`config.mk`:
```
export PLATFORM = sky130hd
export DESIGN_NAME = rdc_core
export DESIGN_NICKNAME = d
export VERILOG_FILES = /design/src/rdc_pkg.sv /design/src/rdc_core.sv /design/src/rdc_sync.sv
export SDC_FILE = /design/constraint.sdc
export NUM_CORES = 1
export LEC_CHECK = 0
export BUFFER_PORTS_ARGS = -buffer_cell sky130_fd_sc_hd__buf_4
export CORE_MARGIN = 2
export CORE_UTILIZATION = 42
export CTS_CLUSTER_DIAMETER = 200
export DETAILED_ROUTE_END_ITERATION = 6
export GPL_TIMING_DRIVEN = 0
export HOLD_SLACK_MARGIN = 0.1
export SYNTH_ARGS = -nofsm -noshare
export SYNTH_HDL_FRONTEND = slang
export SYNTH_SLANG_ARGS = --single-unit
```
`constraint.sdc`:
```
create_clock -name clk -period 3.2 [get_ports clk]
set_input_delay 0.32 -clock clk [delete_from_list [all_inputs] [get_ports clk]]
set_output_delay 0.32 -clock clk [all_outputs]
set_load 0.02 [all_outputs]
```
`src/rdc_pkg.sv`:
```
// Notes on behaviour
// - a rising system supply clears every duty and current code
// - while undervoltage lockout is flagged, all channel outputs stay off
// - 24 channels form red, green, blue groups of eight sharing one current
// - each group has a 5-bit current code, about 3 to 100 percent
// - each channel has an 8-bit duty code, steps of 1/256 of the window
// - duty zero keeps a channel off; no code turns it on all window
// - the cycle window length is fixed, independent of any code
// - output type low: all channels are constant-current sinks at group code
// - output type high: all channels open-drain, group code unused, duty kept
// - output type middle: channels 1-6 constant-current, 7-8 open-drain
// - only red reference resistor fitted: group current codes take effect
// - all three reference resistors fitted: every group runs at full current
// - the external reset input clears all codes while it is high
// - overtemperature forces all outputs off, unlatched, resuming when clear
// - red group current code sits in low five bits of address zero
package rdc_pkg;

  // channel organisation
  localparam int NUM_GROUPS = 3;
  localparam int CH_PER_GROUP = 8;
  localparam int NUM_CH = 24;
  localparam int CC_SPLIT = 6;
  localparam int CUR_W = 5;
  localparam int DUTY_W = 8;
  localparam int SLOT_W = 8;

  // register byte addresses
  localparam logic [31:0] ADDR_RED_CUR = 32'h0000_0000;
  localparam logic [31:0] ADDR_GRN_CUR = 32'h0000_0004;
  localparam logic [31:0] ADDR_BLU_CUR = 32'h0000_0008;
  localparam logic [31:0] ADDR_DUTY_BASE = 32'h0000_000c;
  localparam logic [31:0] ADDR_STATUS = 32'h0000_0070;
  localparam int MAP_TOP_BIT = 7;

  // reset values and the full current code
  localparam logic [4:0] CUR_RST = 5'h00;
  localparam logic [7:0] DUTY_RST = 8'h00;
  localparam logic [4:0] CUR_FULL = 5'h1f;

  // status register fields
  localparam int ST_SUPPLY_OK = 0;
  localparam int ST_UVLO = 1;
  localparam int ST_OVERTEMP = 2;
  localparam int ST_EXT_RESET = 3;
  localparam int ST_OTYPE_LO = 4;
  localparam int ST_ALL_REF = 6;
  localparam int ST_CFG_DONE = 7;
  localparam int ST_SLOT_LO = 8;

  // decoded output type select codes
  localparam logic [1:0] OTYPE_LOW = 2'h0;
  localparam logic [1:0] OTYPE_MID = 2'h1;
  localparam logic [1:0] OTYPE_HIGH = 2'h2;

  // ahb transfer type bit that marks an active transfer
  localparam int HTRANS_ACTIVE_BIT = 1;
  localparam logic HRESP_OKAY = 1'b0;

  // timing
  localparam int CLK_FREQ_MHZ = 125;
  localparam int SLOT_TIME_NS = 32;
  localparam int SLOT_CYCLES = (SLOT_TIME_NS * CLK_FREQ_MHZ + 999) / 1000;
  localparam int CFG_SETTLE_CYCLES = 4;

  typedef struct packed {
    logic hsel;
    logic [31:0] haddr;
    logic [1:0] htrans;
    logic hwrite;
    logic [2:0] hsize;
    logic [31:0] hwdata;
    logic hready;
  } rdc_ahb_req_t;

  typedef struct packed {
    logic hreadyout;
    logic [31:0] hrdata;
    logic hresp;
  } rdc_ahb_rsp_t;

  // raw indications from the analog side
  typedef struct packed {
    logic supply_ok;
    logic uvlo;
    logic overtemp;
    logic ext_reset;
    logic [1:0] output_type_select;
    logic all_ref;
  } rdc_sense_t;

  // per-channel sink setup for the current dacs
  typedef struct packed {
    logic [23:0] const_current;
    logic [2:0][4:0] group_level;
  } rdc_sink_t;

endpackage : rdc_pkg

```
`src/rdc_core.sv`:
```
// Local design decisions: the placing of the registers and the AHB-Lite interface to the registers.
`timescale 1ns/1ps
`default_nettype none
module rdc_core #(
  parameter int SLOT_CYCLES = rdc_pkg::SLOT_CYCLES,
  parameter int CFG_SETTLE_CYCLES = rdc_pkg::CFG_SETTLE_CYCLES
) (
  // clock and reset
  input wire logic clk,
  input wire logic sys_rst,
  // ahb-lite slave
  input wire rdc_pkg::rdc_ahb_req_t ahb_req,
  output rdc_pkg::rdc_ahb_rsp_t ahb_rsp,
  // analog indications and static selects
  input wire rdc_pkg::rdc_sense_t sense,
  // channel on/off drive
  output logic [7:0] red_channel_outputs,
  output logic [7:0] green_channel_outputs,
  output logic [7:0] blue_channel_outputs,
  // sink mode and current level
  output rdc_pkg::rdc_sink_t sink
);

  localparam int DIV_W = (SLOT_CYCLES > 1) ? $clog2(SLOT_CYCLES) : 1;
  localparam int CFG_W = $clog2(CFG_SETTLE_CYCLES + 1);
  localparam logic [DIV_W-1:0] DIV_LAST = DIV_W'(SLOT_CYCLES - 1);
  localparam logic [CFG_W-1:0] CFG_LAST = CFG_W'(CFG_SETTLE_CYCLES);
  localparam logic [4:0] IDX_RED = rdc_pkg::ADDR_RED_CUR[6:2];
  localparam logic [4:0] IDX_GRN = rdc_pkg::ADDR_GRN_CUR[6:2];
  localparam logic [4:0] IDX_BLU = rdc_pkg::ADDR_BLU_CUR[6:2];
  localparam logic [4:0] IDX_DUTY = rdc_pkg::ADDR_DUTY_BASE[6:2];
  localparam logic [4:0] IDX_STATUS = rdc_pkg::ADDR_STATUS[6:2];
  localparam logic [4:0] NUM_CH_5 = 5'(rdc_pkg::NUM_CH);

  typedef struct packed {
    logic [2:0][4:0] cur;
    logic [23:0][7:0] duty;
    logic [7:0] slot;
    logic [DIV_W-1:0] div;
    logic dph_wr;
    logic [4:0] dph_idx;
    logic dph_map;
    logic [31:0] rdata;
    logic supply_q;
    logic [CFG_W-1:0] cfg_cnt;
    logic cfg_done;
    logic [1:0] otype;
    logic all_ref;
    logic [23:0] on;
    logic [23:0] cc;
    logic [2:0][4:0] lvl;
  } rdc_core_st_t;

  localparam rdc_core_st_t ST_RST = '{
    cur: {3{rdc_pkg::CUR_RST}},
    duty: {24{rdc_pkg::DUTY_RST}},
    slot: 8'h00,
    div: '0,
    dph_wr: 1'b0,
    dph_idx: 5'h00,
    dph_map: 1'b0,
    rdata: 32'h0000_0000,
    supply_q: 1'b0,
    cfg_cnt: '0,
    cfg_done: 1'b0,
    otype: rdc_pkg::OTYPE_LOW,
    all_ref: 1'b0,
    on: 24'h00_0000,
    cc: 24'h00_0000,
    lvl: {3{rdc_pkg::CUR_RST}}
  };

  rdc_core_st_t s_r;
  rdc_core_st_t s_nxt;
  rdc_pkg::rdc_sense_t sn;

  // refuse settings the logic cannot serve
  if (SLOT_CYCLES < 1)
  begin : g_bad_slot
    $error("rdc_core: SLOT_CYCLES must be at least 1");
  end
  if (CFG_SETTLE_CYCLES < 4)
  begin : g_bad_settle
    $error("rdc_core: CFG_SETTLE_CYCLES must cover the input chain");
  end
  if (rdc_pkg::NUM_CH != rdc_pkg::NUM_GROUPS * rdc_pkg::CH_PER_GROUP)
  begin : g_bad_groups
    $error("rdc_core: channels must fill the color groups");
  end
  if (rdc_pkg::CC_SPLIT > rdc_pkg::CH_PER_GROUP)
  begin : g_bad_split
    $error("rdc_core: constant-current split exceeds the group");
  end
  if (rdc_pkg::DUTY_W != rdc_pkg::SLOT_W)
  begin : g_bad_width
    $error("rdc_core: duty and slot widths must match");
  end
  if (int'(IDX_DUTY) + rdc_pkg::NUM_CH > int'(IDX_STATUS))
  begin : g_bad_map
    $error("rdc_core: duty registers overlap the status register");
  end

  // all analog indications pass the three-stage filter
  rdc_sync #(
    .W($bits(rdc_pkg::rdc_sense_t))
  ) u_sense_sync (
    .clk(clk),
    .sys_rst(sys_rst),
    .d(sense),
    .q(sn)
  );

  logic addr_ph;
  logic addr_map;
  logic [4:0] widx;
  logic clr;
  logic run;
  logic [4:0] didx;
  logic [4:0] rdidx;

  // address phase decode
  assign addr_ph = ahb_req.hsel && ahb_req.hready
                   && ahb_req.htrans[rdc_pkg::HTRANS_ACTIVE_BIT];
  assign addr_map = (ahb_req.haddr[31:rdc_pkg::MAP_TOP_BIT] == '0);
  assign widx = ahb_req.haddr[6:2];

  // register clear on a supply rise once the filter has settled, or while
  // external reset is high; the filter's own start is not a rise
  assign clr = (sn.supply_ok && !s_r.supply_q && s_r.cfg_done)
               || sn.ext_reset;

  // outputs may run only when no protection holds them off
  assign run = s_r.cfg_done && sn.supply_ok && !sn.uvlo
               && !sn.overtemp && !sn.ext_reset;

  assign didx = s_r.dph_idx - IDX_DUTY;
  assign rdidx = widx - IDX_DUTY;

  always_comb
  begin
    s_nxt = s_r;
    s_nxt.supply_q = sn.supply_ok;

    // data phase write, one whole word, low bits kept
    if (s_r.dph_wr && s_r.dph_map && !clr)
    begin
      if (s_r.dph_idx == IDX_RED)
      begin
        s_nxt.cur[0] = ahb_req.hwdata[4:0];
      end
      else if (s_r.dph_idx == IDX_GRN)
      begin
        s_nxt.cur[1] = ahb_req.hwdata[4:0];
      end
      else if (s_r.dph_idx == IDX_BLU)
      begin
        s_nxt.cur[2] = ahb_req.hwdata[4:0];
      end
      else if (s_r.dph_idx >= IDX_DUTY && didx < NUM_CH_5)
      begin
        s_nxt.duty[didx] = ahb_req.hwdata[7:0];
      end
    end

    // clearing wins over any write in the same cycle
    if (clr)
    begin
      s_nxt.cur = {3{rdc_pkg::CUR_RST}};
      s_nxt.duty = {24{rdc_pkg::DUTY_RST}};
    end

    // address phase capture; read data forwards a write in flight
    s_nxt.dph_wr = 1'b0;
    if (addr_ph)
    begin
      s_nxt.dph_wr = ahb_req.hwrite;
      s_nxt.dph_idx = widx;
      s_nxt.dph_map = addr_map;
      s_nxt.rdata = 32'h0000_0000;
      if (!ahb_req.hwrite && addr_map)
      begin
        if (widx == IDX_RED)
        begin
          s_nxt.rdata[4:0] = s_nxt.cur[0];
        end
        else if (widx == IDX_GRN)
        begin
          s_nxt.rdata[4:0] = s_nxt.cur[1];
        end
        else if (widx == IDX_BLU)
        begin
          s_nxt.rdata[4:0] = s_nxt.cur[2];
        end
        else if (widx >= IDX_DUTY && rdidx < NUM_CH_5)
        begin
          s_nxt.rdata[7:0] = s_nxt.duty[rdidx];
        end
        else if (widx == IDX_STATUS)
        begin
          s_nxt.rdata[rdc_pkg::ST_SUPPLY_OK] = sn.supply_ok;
          s_nxt.rdata[rdc_pkg::ST_UVLO] = sn.uvlo;
          s_nxt.rdata[rdc_pkg::ST_OVERTEMP] = sn.overtemp;
          s_nxt.rdata[rdc_pkg::ST_EXT_RESET] = sn.ext_reset;
          s_nxt.rdata[rdc_pkg::ST_OTYPE_LO +: 2] = s_r.otype;
          s_nxt.rdata[rdc_pkg::ST_ALL_REF] = s_r.all_ref;
          s_nxt.rdata[rdc_pkg::ST_CFG_DONE] = s_r.cfg_done;
          s_nxt.rdata[rdc_pkg::ST_SLOT_LO +: 8] = s_r.slot;
        end
      end
    end

    // static selects taken once the input chain has settled
    if (!s_r.cfg_done)
    begin
      if (s_r.cfg_cnt == CFG_LAST)
      begin
        s_nxt.cfg_done = 1'b1;
        s_nxt.otype = sn.output_type_select;
        s_nxt.all_ref = sn.all_ref;
      end
      else
      begin
        s_nxt.cfg_cnt = s_r.cfg_cnt + CFG_W'(1);
      end
    end

    // slot divider and free-running slot counter, fixed window
    if (s_r.div == DIV_LAST)
    begin
      s_nxt.div = '0;
      s_nxt.slot = s_r.slot + 8'h01;
    end
    else
    begin
      s_nxt.div = s_r.div + DIV_W'(1);
    end

    // per-channel on while slot below duty; code 255 still ends off
    for (int c = 0; c < rdc_pkg::NUM_CH; c++)
    begin
      s_nxt.on[c] = run && (s_r.slot < s_r.duty[c]);
    end

    // sink mode per channel, open drain until the select is captured
    for (int g = 0; g < rdc_pkg::NUM_GROUPS; g++)
    begin
      for (int k = 0; k < rdc_pkg::CH_PER_GROUP; k++)
      begin
        if (!s_r.cfg_done)
        begin
          s_nxt.cc[g * rdc_pkg::CH_PER_GROUP + k] = 1'b0;
        end
        else if (s_r.otype == rdc_pkg::OTYPE_LOW)
        begin
          s_nxt.cc[g * rdc_pkg::CH_PER_GROUP + k] = 1'b1;
        end
        else if (s_r.otype == rdc_pkg::OTYPE_MID)
        begin
          s_nxt.cc[g * rdc_pkg::CH_PER_GROUP + k] =
            (k < rdc_pkg::CC_SPLIT);
        end
        else
        begin
          s_nxt.cc[g * rdc_pkg::CH_PER_GROUP + k] = 1'b0;
        end
      end
      // group level: codes apply, or full with three resistors
      if (s_r.all_ref)
      begin
        s_nxt.lvl[g] = rdc_pkg::CUR_FULL;
      end
      else
      begin
        s_nxt.lvl[g] = s_r.cur[g];
      end
    end
  end

  // single state register, synchronous reset
  always_ff @(posedge clk)
  begin
    if (sys_rst)
    begin
      s_r <= ST_RST;
    end
    else
    begin
      s_r <= s_nxt;
    end
  end

  // bus answer: zero wait states, always okay
  always_comb
  begin
    ahb_rsp.hreadyout = 1'b1;
    ahb_rsp.hrdata = s_r.rdata;
    ahb_rsp.hresp = rdc_pkg::HRESP_OKAY;
  end

  // channel and sink outputs straight from state
  assign red_channel_outputs = s_r.on[7:0];
  assign green_channel_outputs = s_r.on[15:8];
  assign blue_channel_outputs = s_r.on[23:16];
  assign sink.const_current = s_r.cc;
  assign sink.group_level = s_r.lvl;

endmodule : rdc_core
`default_nettype wire

```
`src/rdc_sync.sv`:
```
`timescale 1ns/1ps
`default_nettype none
module rdc_sync #(
  parameter int W = 1
) (
  // clock and reset
  input wire logic clk,
  input wire logic sys_rst,
  // raw and filtered levels
  input wire logic [W-1:0] d,
  output logic [W-1:0] q
);

  typedef struct packed {
    logic [W-1:0] s1;
    logic [W-1:0] s2;
    logic [W-1:0] s3;
    logic [W-1:0] q;
  } rdc_sync_st_t;

  rdc_sync_st_t s_r;
  rdc_sync_st_t s_nxt;

  // refuse an empty chain
  if (W < 1)
  begin : g_bad_width
    $error("rdc_sync: W must be at least 1");
  end

  // three-stage chain, level accepted once stages two and three agree
  always_comb
  begin
    s_nxt = s_r;
    s_nxt.s1 = d;
    s_nxt.s2 = s_r.s1;
    s_nxt.s3 = s_r.s2;
    for (int i = 0; i < W; i++)
    begin
      if (s_r.s2[i] == s_r.s3[i])
      begin
        s_nxt.q[i] = s_r.s3[i];
      end
    end
  end

  always_ff @(posedge clk)
  begin
    if (sys_rst)
    begin
      s_r <= '0;
    end
    else
    begin
      s_r <= s_nxt;
    end
  end

  assign q = s_r.q;

endmodule : rdc_sync
`default_nettype wire

```
# After elaboration in Yosys (flattened, before gate mapping)
# Index checks and enable logic that the tools add are counted.
totals:
  reg_bits: 338
  latch_bits: 0
  ram_bits: 0
  mem_bits_ro: 0
  mem_count: 0
op_classes:
  addsub: 5
  n_mul: 0
  div_mod_pow: 0
  magnitude_cmp: 31
  eq_ne: 15
  shifts: 0
  mux: 36
  n_bitwise: 3
  n_reduce_logical: 53
op_table:
  columns: ["operator", "count"]
  rows:
  - ["$mux 192", 4]
  - ["$mux 207", 2]
  - ["$bwmux 192", 1]
  - ["$lt 8x8->1", 24]
  - ["$mux 5", 10]
  - ["$bmux 8 s5", 1]
  - ["$demux 8 s5", 1]
  - ["$logic_and 1x1->1", 38]
  - ["$mux 11", 3]
  - ["$mux 16", 2]
  - ["$mux 8", 4]
  - ["$logic_not 25->1", 1]
  - ["$lt 5x6->1 const B", 2]
  - ["$eq 5x1->1 const B", 2]
  - ["$eq 5x2->1 const B", 2]
  - ["$ge 5x2->1 const B", 2]
  - ["$logic_not 5->1", 2]
  - ["$lt 5x5->1 const B", 2]
  - ["$mux 10", 1]
  - ["$sub 5x2->5 const B", 2]
  - ["$add 8x1->8 const B", 1]
  - ["$mux 4", 2]
  - ["$eq 1x1->1", 7]
  - ["$logic_not 1->1", 6]
  - ["other kinds (13)", 21]

# Logic depth before layout (Yosys ltp)
depth:
  depth_word: 19
  ltp_mapped: 13
  mapped_depth_nobuf: 9

# By module
# A second synthesis with hierarchy kept.
hier_totals:
  cells_unflattened: 2071
  area_unflattened_um2: 18320.1
modules_own_cells:
  columns: ["module", "instances", "cells_each", "area_each_um2", "seq_area_each_um2"]
  rows:
  - ["rdc_core", 1, 1991, 17354.1, 5785.5]
  - ["rdc_sync", 1, 80, 965.9, 560.5]

# Least setup slack after synthesis
# OpenSTA, ideal clock, no wires.
synth_path:
  path_kind: "input to register"
  startpoint: "input port ahb_req[41] in the netlist's numbering"
  endpoint: "register s_r (netlist bit ahb_rsp[1])"
  t_arrival_ns: 3.048
  required_ns: 3.141
  setup_slack_ns: 0.093
  stages: 12
  n_path_buf: 4
  cell_sequence: "clkinv_1 -> buf_1 -> clkbuf_1 -> ha_1 -> or4_1 -> clkbuf_1 -> clkbuf_1 -> nor2_1 -> nor3_1 -> or3_1 -> o211ai_1 -> a31o_1"
synth_between:
  elab_chain_len: 8
  word_cells_on_any_way: 16
synth_lines:
  columns: ["element", "line", "rtl"]
  rows:
  - ["start: declaration", "rdc_core.sv:12", "input wire rdc_pkg::rdc_ahb_req_t ahb_req,"]
  - ["$sub 5x2->5", "rdc_core.sv:137", "assign rdidx = widx - IDX_DUTY;"]
  - ["$bmux 8 s5 or $lt 5x5->1 (tied branches)", "rdc_core.sv:196, rdc_core.sv:194", null]
  - ["$mux 8 (not written as such) or $logic_and 1x1->1 (tied branches)", "rdc_core.sv:196, rdc_core.sv:194", null]
  - ["$mux 8", "rdc_core.sv:194", "else if (widx >= IDX_DUTY && rdidx < NUM_CH_5)"]
  - ["$mux 5", "rdc_core.sv:190", "else if (widx == IDX_BLU)"]
  - ["$mux 5", "rdc_core.sv:186", "else if (widx == IDX_GRN)"]
  - ["$mux 5 (*)", "rdc_core.sv:182", "if (widx == IDX_RED)"]
  - ["$mux 16 (*)", "rdc_core.sv:180", "if (!ahb_req.hwrite && addr_map)"]
  - ["end signal: assignment", "rdc_core.sv:288", "s_r <= s_nxt;"]
  - ["end: declaration", "rdc_core.sv:73", "rdc_core_st_t s_r;"]
# Every way passes the cells marked *; elsewhere a longest branch is shown, timed or not. The select of a mux whose other input is x is not followed.
# A chain may end at the register's enable or synchronous reset.

# Worst setup path in the final report
layout_path:
  startpoint: "input port ahb_req[41] in the netlist's numbering"
  endpoint: "register s_r (netlist bit ahb_rsp[7])"
layout_between:
  elab_chain_len: 8
  word_cells_on_any_way: 16
layout_lines:
  columns: ["element", "line"]
  rows:
  - ["$sub 5x2->5", "rdc_core.sv:137"]
  - ["$bmux 8 s5 or $lt 5x5->1 (tied branches)", "rdc_core.sv:196, rdc_core.sv:194"]
  - ["$mux 8 (not written as such) or $logic_and 1x1->1 (tied branches)", "rdc_core.sv:196, rdc_core.sv:194"]
  - ["$mux 8", "rdc_core.sv:194"]
  - ["$mux 11", "rdc_core.sv:190"]
  - ["$mux 11", "rdc_core.sv:186"]
  - ["$mux 11 (*)", "rdc_core.sv:182"]
  - ["$mux 16 (*)", "rdc_core.sv:180"]
# Marks and branches as above.

==> impl_results.md <==
* Cell count after synthesis at 2129
* Final worst path period need at 3260 ps
* DRC viols at 0
* Post-synth top flop: dfxtp_1
* Synth warn at 0
* Top area cells in the synthesized netlist: dfxtp_1, ha_1, mux2i_1
* Max capacitance violation total at 0
* Synth unique cells at 72
* Final antenna-violating net count at 0
* CTS Buf Count at 38
* Failing checks: setup timing
* WHS at 152 ps
* Peak Freq at 306 MHz
* CP Class: in2reg
* Placement row count at 76
* Number of DRC markers in iteration 0 at 1146
* CP arrival at 3730 ps
* Cells on worst reg2reg path at 9
* Final setup viols at 1
* Max FO, Critical Path at 10
* Avg Inst Size Synth at 8.55 um^2
* Headroom to the max-slew limit at 26.1%
* Setup Skew at 11.9 ps
* WL final at 66.0 mm
* Die Y-Extent at 212 um
* Commonest non-fill, non-tap cell in the layout: nor2_1
* TritonRoute pass-1 iters at 5
* Leading area contributor after synthesis: dfxtp_1
* Pre-CTS WS at -3060 ps
* WL per Instance at 22.3 um
* Num ports at 178
* Critical Path RT at 3670 ps
* Initial Util at 42.5%
* Share of cells above drive strength 1 at 18.2%
* RePlAce Congestion at 0.952
* Via Count at 16100
* First-pass GRT wire length at 97.6 mm
* Number of global-route vias before repair at 15700
* End-of-flow core utilization at 51.2%
* Setup crit start kind: primary input
* Vias/cell at 5.45
* Critical path capture point type: flip-flop
* Commonest non-fill, non-tap cells in the layout: nor2_1, dfxtp_1, buf_4, ha_1, inv_1
* Pins Over Slew Limit at 0
* Synth Register Bits at 317
* Antenna violations before repair at 3
* Die X at 212 um
* DIE AREA at 0.0450 mm^2
* Hold path cells at 3
* Leakage Power at 0.00877 uW
* Htree depth at 2
* Overall Global Routing Usage at 29.4%
* Remaining Overflow, GRT at 0
* Final hold vios at 0
* Area grow syn2layout at 20.6%
* Setup ws final at -64.6 ps
* Clock slew at reported path FFs at 60 ps
* Core Region at 0.0429 mm^2
* CTS Buffer Depth at 3
* Fin crit share at 102%
* Nets at 2608
* Post-Syn Area at 0.0182 mm^2
* Diodes inserted at 0
* PD cells at 427 mW/mm^2
* I/O Buffers at 120
* Peak supply drop at 0.000329 V
* Clk sinks at 317
* Slew @ Worst Pin at 1110 ps
* Largest net degree at the start of global routing at 26
* Latest clock arrival within the worst-skew pair at 560 ps
* CTS root buffer: clkbuf_16
* CTS tree: done
* Hold Path Class: in2reg
* Sequential share of the synthesized area at 34.9%
* Area fraction of the dominant cell type after synthesis at 34.9%
* Unrepaired setup endpoints after global routing: yes
* Run status: finished, violations left
* Number of synthesized flops with an enable pin at 0
* Detail Placement HPWL at 49.1 mm
* Async SR Flop Fraction at 0%
* Fillers at 4108
-- power breakdown --
part           switching [uW]  internal, uW  total, uW
Clock                    1810          2610       4420
Sequential               28.2          3980       4010
Combinational             634           301        935
-- path summary, 6_finish.rpt --
kind / start / end / slack (ps)
setup / recovery: ahb_req[41] / ahb_rsp[7] / -60
setup reg to reg: s_r[103] / ahb_rsp[7] / -20
hold / removal: ahb_req[4] / s_r[155] / 150
hold reg to reg: s_r[110] / s_r[110] / 440
-- synth_stat cells, types with 5 or more instances --
master / count
a211oi_1: 30
a21o_1: 146
a21oi_1: 100
a22oi_1: 11
a31oi_1: 8
and2_1: 5
buf_1: 14
buf_2: 16
buf_4: 99
clkbuf_1: 95
dfxtp_1: 317
ha_1: 176
inv_1: 175
mux2i_1: 155
mux4_2: 8
nand2_1: 75
nand2b_1: 33
nand3_1: 20
nand3b_1: 5
nand4_1: 12
nor2_1: 357
nor2b_1: 26
nor3_1: 35
nor4_1: 15
nor4_2: 5
nor4_4: 9
o211ai_1: 10
o21ai_0: 39
o221ai_1: 14
o22ai_1: 26
o32ai_1: 5
or3_1: 13
xor2_1: 5
-- cells by family (layout without fill, tap and decap cells) --
| family | Yosys count | count (layout) | synth area share (%) |
|---|---|---|---|
| other cells | 2 | 18 | 0.0412 |
| fa+ha+maj | 176 | 176 | 12.1 |
| simple gates | 640 | 640 | 17.0 |
| xor+xnor | 8 | 8 | 0.385 |
| mux | 163 | 163 | 9.51 |
| flops | 317 | 317 | 34.9 |
| compound gates | 421 | 421 | 15.6 |
| buf+inv | 402 | 637 | 10.5 |
-- stage by stage --
stage	instances	cell area, um^2	total power (uW)	TNS (ps)
2_1_floorplan	2145	18300	4590	0
3_3_place_gp	2850	19900	4960	-34620
3_5_place_dp	2857	20000	4970	-30860
4_1_cts	2959	21800	9400	0
5_1_grt	2965	22000	9630	-102
6_report	2965	22000	9370	-64.6
-- critical path: stages --
cell	delay, ps
buf_4	160
clkbuf_1	590
a31oi_1	220
o22a_1	260
o22ai_1	790
nand3_1	340
a211oi_1	470
a31oi_1	110
nor4b_2	220
a221oi_2	230
-- flip-flops by register name, summed over array words and instances, names as in the netlist --
register and cells:
blue_channel_outputs 8, red_channel_outputs 8, green_channel_outputs 8, s_r 232
u_sense_sync.s_nxt 14, u_sense_sync.s_r 7, sink 17, ahb_rsp 16
u_sense_sync.q 7
-- area by class of cell --
cell class              instances  area (um^2)  area share (%)
clock buffers                  54         1120            5.11
flip-flops and latches        317         6350            28.9
well taps                     585          732            3.33
multi-input cells            1426        10200            46.5
plain buffers                 225         1340            6.09
clock inverters                15          140           0.638
repair buffers                167         1390            6.34
inverters                     176          666            3.03
-- per-layer routing --
layer,global-route usage [%],up-vias,share of wire [%]
met4,15.3,0,5.2
met5,0,-,0
met3,5.04,155,6.4
met2,46.9,535,45
li1,-,7652,-
met1,38.2,7805,44
-- repair_timing --
action                                 4_1_cts  5_1_grt
hold buffers                                10        0
setup buffers                               23        7
endpoints found under the hold margin       11        0
pin swaps                                   13        4
resized for setup                           58       41
setup endpoints to repair                   20        9
No activity file was read; power rests on OpenSTA's default activity.
